===== src/common/mfg_pkg.sv =====
// Purpose: Shared constants and types of the mode and fuse-row guard.
// Assumes: Byte-wide non-volatile memory, 32-bit APB register port.
// Notes:   Row offsets are relative to the base of the protected row.
package mfg_pkg;

  // ---------------------------------------------------------------
  // Protected row layout
  // ---------------------------------------------------------------
  localparam int unsigned ROW_BYTES = 512;
  localparam logic [8:0] RO_OFF = 9'h000;
  localparam logic [8:0] RO_LEN = 9'h020;
  localparam logic [8:0] WP_OFF = 9'h020;
  localparam logic [8:0] WP_LEN = 9'h010;
  localparam logic [8:0] WO_OFF = 9'h040;
  localparam logic [8:0] WO_LEN = 9'h020;
  localparam logic [8:0] PDC_OFF = 9'h080;
  localparam logic [8:0] PDC_LEN = 9'h040;
  localparam logic [8:0] CFG_OFF = 9'h100;
  localparam logic [8:0] CFG_LEN = 9'h004;

  // Fuse bytes, in load order
  localparam logic [1:0] CFG_SEC = 2'h0;
  localparam logic [1:0] CFG_OPT = 2'h1;
  localparam logic [1:0] CFG_CRC = 2'h2;
  localparam logic [1:0] CFG_STATE = 2'h3;

  // Option byte bits
  localparam int OPT_CD_EN = 0;
  localparam int OPT_ER_EN = 1;
  localparam int OPT_DELIV = 2;
  // State byte bits
  localparam int SB_WP = 0;
  localparam int SB_CD = 1;

  localparam logic [7:0] CRC_POLY = 8'h07;
  localparam logic [7:0] CRC_INIT = 8'h00;
  localparam logic [7:0] ERASE_VAL = 8'h00;
  localparam logic [7:0] SEC_FAILSAFE = 8'hFF;

  // ---------------------------------------------------------------
  // Register map
  // ---------------------------------------------------------------
  localparam logic [11:0] REG_CTRL = 12'h000;
  localparam logic [11:0] REG_STATUS = 12'h004;
  localparam logic [11:0] REG_SECEN = 12'h008;
  localparam logic [11:0] REG_OPT = 12'h00C;

  localparam int CTL_WP = 0;
  localparam int CTL_CD = 1;
  localparam int CTL_ER = 2;
  localparam int CTL_GO = 3;
  localparam int CTL_TGT = 4;

  localparam int STS_MODE = 0;
  localparam int STS_LOADED = 2;
  localparam int STS_CRC_OK = 3;
  localparam int STS_DELIV = 4;
  localparam int STS_WP = 5;
  localparam int STS_CD = 6;
  localparam int STS_ERASING = 7;
  localparam int STS_APP = 8;
  localparam int STS_MREF = 9;

  // Mode request targets
  localparam logic [1:0] MREQ_BOOT = 2'h0;
  localparam logic [1:0] MREQ_TEST = 2'h1;
  localparam logic [1:0] MREQ_FW = 2'h2;

  typedef enum logic [1:0] {MODE_BOOT, MODE_TEST, MODE_FW} mfg_mode_t;

  typedef enum logic [2:0] {
    ST_LOAD, ST_IDLE, ST_WOCHK, ST_WR, ST_RD, ST_FLAG, ST_ERASE
  } mfg_st_t;

endpackage : mfg_pkg


===== src/mfg_crc8.sv =====
// Purpose: Byte-serial CRC-8 used to check the fuse transfer.
// Assumes: One byte per cycle while valid_i is high.
// Notes:   clear_i wins over valid_i.
`timescale 1ns/1ps
module mfg_crc8 #(
  parameter logic [7:0] POLY = mfg_pkg::CRC_POLY
) (
  // Clock and reset
  input wire logic clk_i,
  input wire logic reset_i,
  // Byte stream
  input wire logic clear_i,
  input wire logic valid_i,
  input wire logic [7:0] data_i,
  // Result
  output logic [7:0] crc_o
);

  typedef struct packed {
    logic [7:0] crc;
  } mfg_crc_state_t;

  mfg_crc_state_t s_q;
  mfg_crc_state_t s_d;

  // Shift one byte in, msb first
  always_comb
  begin
    logic [7:0] c;
    c = s_q.crc ^ data_i;
    for (int i = 0; i < 8; i++)
    begin
      c = c[7] ? ((c << 1) ^ POLY) : (c << 1);
    end
    s_d = s_q;
    if (clear_i)
    begin
      s_d.crc = mfg_pkg::CRC_INIT;
    end
    else if (valid_i)
    begin
      s_d.crc = c;
    end
  end

  // State register
  always_ff @(posedge clk_i or posedge reset_i)
  begin
    if (reset_i)
    begin
      s_q <= '{crc: mfg_pkg::CRC_INIT};
    end
    else
    begin
      s_q <= s_d;
    end
  end

  assign crc_o = s_q.crc;

endmodule : mfg_crc8


===== src/mfg_guard.sv =====
// Purpose: Guards mode switching and the protected fuse row of the NVM.
// Assumes: NVM holds a request until ack; core holds until core_ack_o.
// Notes:   Boot loads four fuse bytes before any core access is served.
`timescale 1ns/1ps

// How it works
// - Boot may go test or firmware, never back.
// - Delivered parts never enter test mode.
// - Boot exists only at start-up; test or firmware after.
// - Top 512 bytes form the guarded row.
// - 32-byte read-only area for applications.
// - 16-byte area writable until protection set.
// - 32-byte area, bits set once only.
// - Configuration area reachable by firmware only.
// - Fuse load at boot checked by CRC.
// - Security enables come only from fuses; all on until a sound fuse load.
// - Triggered card disable blocks later start-ups.
// - Triggered erase clears application memory.
module mfg_guard #(
  parameter int AW = 16,
  parameter int NVM_BYTES = 65536
) (
  // Clock and reset
  input wire logic clk_i,
  input wire logic reset_i,
  // APB slave
  input wire logic psel_i,
  input wire logic penable_i,
  input wire logic pwrite_i,
  input wire logic [11:0] paddr_i,
  input wire logic [31:0] pwdata_i,
  output logic [31:0] prdata_o,
  output logic pready_o,
  output logic pslverr_o,
  // Core memory requests
  input wire logic core_req_i,
  input wire logic core_we_i,
  input wire logic core_fw_i,
  input wire logic [AW-1:0] core_addr_i,
  input wire logic [7:0] core_wdata_i,
  output logic core_ack_o,
  output logic core_deny_o,
  output logic [7:0] core_rdata_o,
  // NVM array
  output logic nvm_req_o,
  output logic nvm_we_o,
  output logic [AW-1:0] nvm_addr_o,
  output logic [7:0] nvm_wdata_o,
  input wire logic nvm_ack_i,
  input wire logic [7:0] nvm_rdata_i,
  // Mode and configuration
  output logic [1:0] mode_o,
  output logic app_start_o,
  output logic [7:0] sec_en_o
);

  localparam logic [AW-1:0] ROW_BASE = AW'(NVM_BYTES - mfg_pkg::ROW_BYTES);
  localparam logic [AW-1:0] ERASE_LAST = AW'(ROW_BASE - 1'b1);
  localparam logic [AW-1:0] CFG_BASE = ROW_BASE + AW'(mfg_pkg::CFG_OFF);

  typedef struct packed {
    mfg_pkg::mfg_mode_t mode;
    mfg_pkg::mfg_st_t st;
    logic [AW-1:0] idx;
    logic loaded;
    logic crc_ok;
    logic wp_set;
    logic card_dis;
    logic erasing;
    logic mref;
    logic pend_wp;
    logic pend_cd;
    logic pend_er;
    logic [7:0] sec;
    logic [7:0] opt;
    logic [7:0] sec_en;
    logic app_start;
    logic nreq;
    logic nwe;
    logic [AW-1:0] naddr;
    logic [7:0] nwdata;
    logic cack;
    logic cdeny;
    logic [7:0] crdata;
    logic pready;
    logic pslverr;
    logic [31:0] prdata;
  } mfg_state_t;

  mfg_state_t s_q;
  mfg_state_t s_d;
  logic [7:0] crc_val;
  logic [8:0] off;
  logic in_row;
  logic [31:0] status;

  function automatic logic in_rng(input logic [8:0] o, input logic [8:0] b,
                                  input logic [8:0] l);
    return (o >= b) && (o < b + l);
  endfunction : in_rng

  // ---------------------------------------------------------------
  // Fuse transfer checksum
  // ---------------------------------------------------------------
  mfg_crc8 u_crc (
    .clk_i(clk_i),
    .reset_i(reset_i),
    .clear_i(1'b0),
    .valid_i(s_q.st == mfg_pkg::ST_LOAD && nvm_ack_i
             && s_q.idx[1:0] < mfg_pkg::CFG_CRC),
    .data_i(nvm_rdata_i),
    .crc_o(crc_val)
  );

  // Row-relative offset of the core address
  assign in_row = core_addr_i >= ROW_BASE;
  assign off = 9'(core_addr_i - ROW_BASE);

  // Status word as software sees it
  always_comb
  begin
    status = 32'h0000_0000;
    status[mfg_pkg::STS_MODE +: 2] = s_q.mode;
    status[mfg_pkg::STS_LOADED] = s_q.loaded;
    status[mfg_pkg::STS_CRC_OK] = s_q.crc_ok;
    status[mfg_pkg::STS_DELIV] = s_q.opt[mfg_pkg::OPT_DELIV];
    status[mfg_pkg::STS_WP] = s_q.wp_set;
    status[mfg_pkg::STS_CD] = s_q.card_dis;
    status[mfg_pkg::STS_ERASING] = s_q.erasing;
    status[mfg_pkg::STS_APP] = s_q.app_start;
    status[mfg_pkg::STS_MREF] = s_q.mref;
  end

  // ---------------------------------------------------------------
  // Next state
  // ---------------------------------------------------------------
  always_comb
  begin
    logic wr_acc;
    logic [1:0] tgt;
    wr_acc = psel_i && penable_i && pwrite_i && s_q.pready
             && !s_q.pslverr;
    tgt = pwdata_i[mfg_pkg::CTL_TGT +: 2];
    s_d = s_q;
    s_d.cack = 1'b0;
    s_d.cdeny = 1'b0;
    unique case (s_q.st)
      // Boot reads the fuse bytes one by one
      mfg_pkg::ST_LOAD:
      begin
        if (nvm_ack_i)
        begin
          unique case (s_q.idx[1:0])
            mfg_pkg::CFG_SEC: s_d.sec = nvm_rdata_i;
            mfg_pkg::CFG_OPT: s_d.opt = nvm_rdata_i;
            mfg_pkg::CFG_CRC: s_d.crc_ok = nvm_rdata_i == crc_val;
            mfg_pkg::CFG_STATE:
            begin
              s_d.wp_set = nvm_rdata_i[mfg_pkg::SB_WP];
              s_d.card_dis = nvm_rdata_i[mfg_pkg::SB_CD];
            end
          endcase
          if (s_q.idx[1:0] == mfg_pkg::CFG_STATE)
          begin
            s_d.nreq = 1'b0;
            s_d.loaded = 1'b1;
            s_d.st = mfg_pkg::ST_IDLE;
            // A failed check keeps every mechanism switched on
            s_d.sec_en = s_q.crc_ok ? s_q.sec : mfg_pkg::SEC_FAILSAFE;
          end
          else
          begin
            s_d.idx = s_q.idx + 1'b1;
            s_d.naddr = s_q.naddr + 1'b1;
          end
        end
      end
      // Housekeeping first, then the core
      mfg_pkg::ST_IDLE:
      begin
        if (s_q.pend_er)
        begin
          s_d.pend_er = 1'b0;
          s_d.erasing = 1'b1;
          s_d.st = mfg_pkg::ST_ERASE;
          s_d.idx = '0;
          s_d.nreq = 1'b1;
          s_d.nwe = 1'b1;
          s_d.naddr = '0;
          s_d.nwdata = mfg_pkg::ERASE_VAL;
        end
        else if (s_q.pend_cd || s_q.pend_wp)
        begin
          s_d.pend_cd = 1'b0;
          s_d.pend_wp = 1'b0;
          s_d.card_dis = s_q.card_dis || s_q.pend_cd;
          s_d.wp_set = s_q.wp_set || s_q.pend_wp;
          s_d.st = mfg_pkg::ST_FLAG;
          s_d.nreq = 1'b1;
          s_d.nwe = 1'b1;
          s_d.naddr = CFG_BASE + AW'(mfg_pkg::CFG_STATE);
          s_d.nwdata = 8'h00;
          s_d.nwdata[mfg_pkg::SB_WP] = s_d.wp_set;
          s_d.nwdata[mfg_pkg::SB_CD] = s_d.card_dis;
        end
        else if (core_req_i && !s_q.cack)
        begin
          s_d.nwe = core_we_i;
          s_d.naddr = core_addr_i;
          s_d.nwdata = core_wdata_i;
          s_d.st = core_we_i ? mfg_pkg::ST_WR : mfg_pkg::ST_RD;
          s_d.nreq = 1'b1;
          if (!in_row)
          begin
            s_d.nreq = 1'b1;
          end
          else if (in_rng(off, mfg_pkg::WO_OFF, mfg_pkg::WO_LEN)
                   && core_we_i)
          begin
            // Fetch the old byte to refuse any cleared bit
            s_d.nwe = 1'b0;
            s_d.st = mfg_pkg::ST_WOCHK;
          end
          else if (in_rng(off, mfg_pkg::RO_OFF, mfg_pkg::RO_LEN)
                   && !core_we_i)
          begin
            s_d.nreq = 1'b1;
          end
          else if (in_rng(off, mfg_pkg::WP_OFF, mfg_pkg::WP_LEN)
                   && !(core_we_i && s_q.wp_set))
          begin
            s_d.nreq = 1'b1;
          end
          else if (in_rng(off, mfg_pkg::WO_OFF, mfg_pkg::WO_LEN)
                   || (in_rng(off, mfg_pkg::PDC_OFF, mfg_pkg::PDC_LEN)
                       && core_fw_i))
          begin
            s_d.nreq = 1'b1;
          end
          else
          begin
            // Fuse bytes, gaps and refused writes never reach the array
            s_d.nreq = 1'b0;
            s_d.st = mfg_pkg::ST_IDLE;
            s_d.cack = 1'b1;
            s_d.cdeny = 1'b1;
          end
        end
      end
      mfg_pkg::ST_WOCHK:
      begin
        if (nvm_ack_i)
        begin
          if (|(nvm_rdata_i & ~core_wdata_i))
          begin
            s_d.nreq = 1'b0;
            s_d.st = mfg_pkg::ST_IDLE;
            s_d.cack = 1'b1;
            s_d.cdeny = 1'b1;
          end
          else
          begin
            s_d.nwe = 1'b1;
            s_d.st = mfg_pkg::ST_WR;
          end
        end
      end
      mfg_pkg::ST_WR, mfg_pkg::ST_RD:
      begin
        if (nvm_ack_i)
        begin
          s_d.nreq = 1'b0;
          s_d.st = mfg_pkg::ST_IDLE;
          s_d.cack = 1'b1;
          s_d.crdata = s_q.st == mfg_pkg::ST_RD ? nvm_rdata_i : 8'h00;
        end
      end
      mfg_pkg::ST_FLAG:
      begin
        if (nvm_ack_i)
        begin
          s_d.nreq = 1'b0;
          s_d.st = mfg_pkg::ST_IDLE;
        end
      end
      mfg_pkg::ST_ERASE:
      begin
        if (nvm_ack_i)
        begin
          if (s_q.idx == ERASE_LAST)
          begin
            s_d.nreq = 1'b0;
            s_d.erasing = 1'b0;
            s_d.st = mfg_pkg::ST_IDLE;
          end
          else
          begin
            s_d.idx = s_q.idx + 1'b1;
            s_d.naddr = s_q.idx + 1'b1;
          end
        end
      end
      default:
      begin
        s_d.st = mfg_pkg::ST_IDLE;
        s_d.nreq = 1'b0;
      end
    endcase

    // APB: answer prepared in setup, ready in the first access cycle
    s_d.pready = psel_i && !penable_i && !s_q.pready;
    s_d.pslverr = 1'b0; // Error stands only together with ready
    if (s_d.pready)
    begin
      s_d.prdata = 32'h0000_0000;
      unique case (paddr_i)
        mfg_pkg::REG_CTRL: s_d.prdata = 32'h0000_0000;
        mfg_pkg::REG_STATUS: s_d.prdata = status;
        mfg_pkg::REG_SECEN: s_d.prdata = {24'h000000, s_q.sec_en};
        mfg_pkg::REG_OPT: s_d.prdata = {24'h000000, s_q.opt};
        default: s_d.pslverr = 1'b1;
      endcase
    end

    // Control writes; sets come last so they beat a same-cycle clear
    if (wr_acc && paddr_i == mfg_pkg::REG_CTRL)
    begin
      if (pwdata_i[mfg_pkg::CTL_WP])
      begin
        s_d.pend_wp = 1'b1;
      end
      if (pwdata_i[mfg_pkg::CTL_CD] && s_q.opt[mfg_pkg::OPT_CD_EN])
      begin
        s_d.pend_cd = 1'b1;
      end
      if (pwdata_i[mfg_pkg::CTL_ER] && s_q.opt[mfg_pkg::OPT_ER_EN])
      begin
        s_d.pend_er = 1'b1;
      end
      if (pwdata_i[mfg_pkg::CTL_GO])
      begin
        s_d.mref = 1'b1;
        if (tgt == mfg_pkg::MREQ_TEST && s_q.mode == mfg_pkg::MODE_BOOT
            && s_q.loaded && !s_q.opt[mfg_pkg::OPT_DELIV])
        begin
          s_d.mode = mfg_pkg::MODE_TEST;
          s_d.mref = 1'b0;
        end
        else if (tgt == mfg_pkg::MREQ_FW && (s_q.loaded
                 || s_q.mode != mfg_pkg::MODE_BOOT))
        begin
          s_d.mode = mfg_pkg::MODE_FW;
          s_d.mref = 1'b0;
        end
      end
    end

    // Application runs only from firmware mode on a sound fuse load
    s_d.app_start = s_d.mode == mfg_pkg::MODE_FW && s_d.loaded
                    && s_d.crc_ok && !s_d.card_dis;
  end

  // State register; boot mode exists only from here to the first switch
  always_ff @(posedge clk_i or posedge reset_i)
  begin
    if (reset_i)
    begin
      s_q <= '0;
      s_q.mode <= mfg_pkg::MODE_BOOT;
      s_q.st <= mfg_pkg::ST_LOAD;
      s_q.nreq <= 1'b1;
      s_q.naddr <= CFG_BASE;
      s_q.sec_en <= mfg_pkg::SEC_FAILSAFE;
    end
    else
    begin
      s_q <= s_d;
    end
  end

  assign prdata_o = s_q.prdata;
  assign pready_o = s_q.pready;
  assign pslverr_o = s_q.pslverr;
  assign core_ack_o = s_q.cack;
  assign core_deny_o = s_q.cdeny;
  assign core_rdata_o = s_q.crdata;
  assign nvm_req_o = s_q.nreq;
  assign nvm_we_o = s_q.nwe;
  assign nvm_addr_o = s_q.naddr;
  assign nvm_wdata_o = s_q.nwdata;
  assign mode_o = s_q.mode;
  assign app_start_o = s_q.app_start;
  assign sec_en_o = s_q.sec_en;
endmodule : mfg_guard


===== config.mk =====
export PLATFORM = sky130hd
export DESIGN_NAME = mfg_guard
export DESIGN_NICKNAME = d
export VERILOG_FILES = /design/src/common/mfg_pkg.sv /design/src/mfg_crc8.sv /design/src/mfg_guard.sv
export SDC_FILE = /design/constraint.sdc
export NUM_CORES = 1
export LEC_CHECK = 0
export BUFFER_PORTS_ARGS = -buffer_cell sky130_fd_sc_hd__buf_2
export CELL_PAD_IN_SITES_DETAIL_PLACEMENT = 0
export CELL_PAD_IN_SITES_GLOBAL_PLACEMENT = 1
export CORE_MARGIN = 2
export CORE_UTILIZATION = 37
export CTS_BUF_LIST = sky130_fd_sc_hd__clkbuf_4 sky130_fd_sc_hd__clkbuf_8 sky130_fd_sc_hd__clkbuf_16
export CTS_CLUSTER_SIZE = 16
export DETAILED_ROUTE_END_ITERATION = 12
export HOLD_SLACK_MARGIN = 0.03
export MAX_ROUTING_LAYER = met4
export PLACE_DENSITY = 0.85
export SYNTH_ARGS = -nofsm -noshare
export SYNTH_HDL_FRONTEND = slang
export SYNTH_SLANG_ARGS = --single-unit

===== constraint.sdc =====
create_clock -name clk_i -period 3.59 [get_ports clk_i]
set_clock_uncertainty 0.05 [all_clocks]
set_input_delay 0.718 -clock clk_i [delete_from_list [all_inputs] [get_ports clk_i]]
set_output_delay 0.718 -clock clk_i [all_outputs]
set_load 0.005 [all_outputs]

==> results.sh <==
export IMPL_crit_path_top_delay_cell="nor2_1"
export IMPL_finalCriticalPeriod_ps=2866
export IMPL_wl_per_cell_um=18.15
export IMPL_total_power_uw=2932
export IMPL_place_area_um2=7345
export IMPL_setup_viol=0
export IMPL_grt_first_pass_wirelength_mm=29.40
export IMPL_cts_setup_buffers=0
export IMPL_cp_buffers_inverters=2
export IMPL_layout_nets=882
export IMPL_io_buffers=117
export IMPL_die_h_um=141.6
export IMPL_netlist_instances=735
export IMPL_cts_clk_slew_worst_paths_ps=80
export IMPL_wirelength_mm=18.67
export IMPL_crit_top_cell="buf_4"
export IMPL_hp_class="in -> async"
export IMPL_slew_headroom_pct=40.56
export IMPL_grt_max_degree=57
export IMPL_crit_cells=8
export IMPL_timing_final_hold_violations=0
export IMPL_ioPinCount=166
export IMPL_crit_family="simple AND/OR/NAND/NOR gates"
export IMPL_clockBufferDepth=2
export IMPL_clock_sinks=111
export IMPL_start_util_pct=37.57
export IMPL_drtPass1Iterations=6
export IMPL_cts_repair_resized=0
export IMPL_row_count=50
export IMPL_cts_inserted_buffers=9
export IMPL_via_per_inst=5.549
export IMPL_critPathArrivalTime_ps=3030
export IMPL_drive_gt1_share_pct=27.46
export IMPL_drtIter0Drc=431
export IMPL_clock_root_buffer="clkbuf_16"
export IMPL_drtAntennaViolNets=0
export IMPL_drc=0
export IMPL_area_growth_pct=9.736
export IMPL_clk_latency_ps=370
export IMPL_rsz0062_at_grt="false"
export IMPL_rr_worst_depth=8
export IMPL_grt_usage_pct=19.30
export IMPL_fill_cells=1846
export IMPL_setup_worst_path_end_class="register"
export IMPL_status="complete, no violations"
export IMPL_tns_ps=0
export IMPL_antenna_found_initial=1
export IMPL_yosys_warnings=0
export IMPL_cts_tree="built"
export IMPL_path_class="reg -> reg"
export IMPL_final_max_slew_viol_count=0
export IMPL_power_density_nw_per_um2=381.5
export IMPL_peakVddDrop_uv=231.4
export IMPL_ys_ff_latch=111
export IMPL_async_reset_ff_share_pct=100.0
export IMPL_hold_ws_ps=391.5
export IMPL_die_area_um2=20050
export IMPL_path_cells="ha_1 > buf_4 > nor2b_1 > o21ai_0 > a32o_1 > buf_4 > nor2_1 > o221ai_1"
export IMPL_yosysUniqueCellTypes=80
export IMPL_crit_path_start_kind="register"
export IMPL_synth_edff_count=0
export IMPL_fmax_mhz=348.9
export IMPL_vias=5710
export IMPL_tightest_slew_ps=888.3
export IMPL_grt_overflow_total=0
export IMPL_avgSynthCellArea_um2=9.530
export IMPL_seq_area_um2=2799
export IMPL_seq_area_frac_synth_pct=39.96
export IMPL_grt_pass1_vias=5298
export IMPL_gp_congestion=0.8443
export IMPL_synth_main_ff_cell="dfrtp_1"
export IMPL_power_leakage_uw=0.003582
export IMPL_slowest_delay_ps=690
export IMPL_holdBufCountCts=0
export IMPL_coreArea_um2=18640
export IMPL_htreeDepth=3
export IMPL_chipWidth_um=141.6
export IMPL_worstPathMaxFanout=12
export IMPL_multiInputGateArea_um2=3452
export IMPL_fin_area_um2=7686
export IMPL_cp_required_ps=3750
export IMPL_syn_area_um2=7004
export IMPL_place_hpwl_mm=13.75
export IMPL_fin_crit_sh_pct=79.84
export IMPL_cap_violations=0
## report_power, final
part / internal, uW / leakage (uW) / total [uW] / switching (uW)
logic: 166 / 0.00198 / 396 / 230
clock network: 629 / 0.000165 / 1160 / 529
registers: 1300 / 0.00144 / 1380 / 78.5
## metal layers
layer | routed length (um) | share of wire (%) | global-route usage (%) | vias to the layer above
li1 | - | - | - | 2697
met1 | 8826 | 47 | 27.43 | 2801
met2 | 8479 | 45 | 28.36 | 191
met3 | 1052 | 5.6 | 3.341 | 21
met4 | 314 | 1.7 | 5.632 | 0
met5 | 0 | 0 | - | -
## registers in the layout (all words and copies together), names as in the netlist
signal	flops
nvm_we_o	1
prdata_o	10
nvm_req_o	1
core_deny_o	1
pready_o	1
sec_en_o	8
nvm_wdata_o	8
s_q	44
pslverr_o	1
nvm_addr_o	16
app_start_o	1
u_crc.crc_o	8
mode_o	2
core_rdata_o	8
core_ack_o	1
## stage by stage
step	std cells	utilization [%]	worst slack [ps]
floorplan	756	-	1303
global placement	1012	39.40	688.4
detailed placement	1012	39.40	667.1
CTS	1028	41.21	718.3
global route	1029	41.23	494.8
finish	1029	41.23	723.7
## synth_stat cells, types with 3 or more instances
library cell  instances  area, um^2
nand4_1               9       56.30
nand2b_1              7       43.79
buf_6                 4       45.04
a32oi_1               3       26.28
xnor2_1              24       210.2
o221ai_1              3       26.28
o21ai_0              36       180.2
nand2_2               3       18.77
a32o_1                3       30.03
nor3_1               13       65.06
a21oi_1              28       140.1
nand2_1              52       195.2
mux2i_1              10       100.1
nor2b_1              20       125.1
mux2_2               21       236.5
xor2_1               12       105.1
o2bb2ai_1            12       105.1
buf_4                77       578.1
a31oi_1              27       168.9
o31ai_1              13       97.59
buf_2                13       65.06
clkbuf_1             14       52.55
o22ai_1              12       75.07
and3_1               11       68.82
nor2_1               38       142.6
nor3b_1               4       30.03
nor4_1                3       18.77
o21ai_1               4       20.02
a221oi_1              5       43.79
dfrtp_1              94        2352
a222oi_1              3       30.03
a22o_1                7       61.31
inv_1                21       78.83
dfstp_2              17       446.7
or3_1                 7       43.79
ha_1                  8       100.1
or4_1                 6       45.04
a22o_2                8       80.08
nand3_1              24       120.1
## cells by family after synthesis
kind of cell	synth area share, %
AO/OA/AOI/OAI	18.88
AND/OR/NAND/NOR	17.85
other	0.05354
buffers and inverters	11.88
multiplexers	4.805
XOR/XNOR	5.145
adder cells (fa/ha/maj)	1.429
flip-flops	39.96
## worst paths after layout
kind	start	endpoint	slack [ps]
max in group asynchronous	reset_i	sec_en_o[7]	2270
hold reg to reg	prdata_o[9]	prdata_o[9]	430
setup / recovery	s_q[104]	s_q[116]	720
hold / removal	reset_i	nvm_wdata_o[4]	390
setup reg to reg	s_q[104]	s_q[116]	720
min in group clk_i	prdata_o[9]	prdata_o[9]	430
## cells in the final DEF (no fill, tap or decap), types with 4 or more instances in the layout
master	n
a22o_2	8
nor3b_1	4
xor2_1	12
a221oi_1	5
ha_1	8
nand2b_1	7
nor2b_1	20
nand2_1	52
a31oi_1	27
buf_2	117
o21ai_0	36
nand4_1	9
o31ai_1	13
mux2i_1	10
nor3_1	13
a22o_1	7
or3_1	7
o21ai_1	4
dfstp_2	17
buf_4	15
clkbuf_16	9
nor2_1	38
o22ai_1	12
nand3_1	24
dfrtp_1	94
or4_1	6
mux2_2	21
a21oi_1	28
conb_1	22
inv_1	20
and3_1	11
o2bb2ai_1	12
xnor2_1	24
## layout make-up
type / count / share of cell area [%]
diodes: 1 / 0.03256
clock buffers: 9 / 2.930
clock inverters: 7 / 1.481
inverters: 21 / 1.074
multi-input cells: 513 / 44.91
flip-flops and latches: 111 / 36.42
well taps: 234 / 3.809
repair buffers: 133 / 9.344
(Power assumes the default switching activity.)
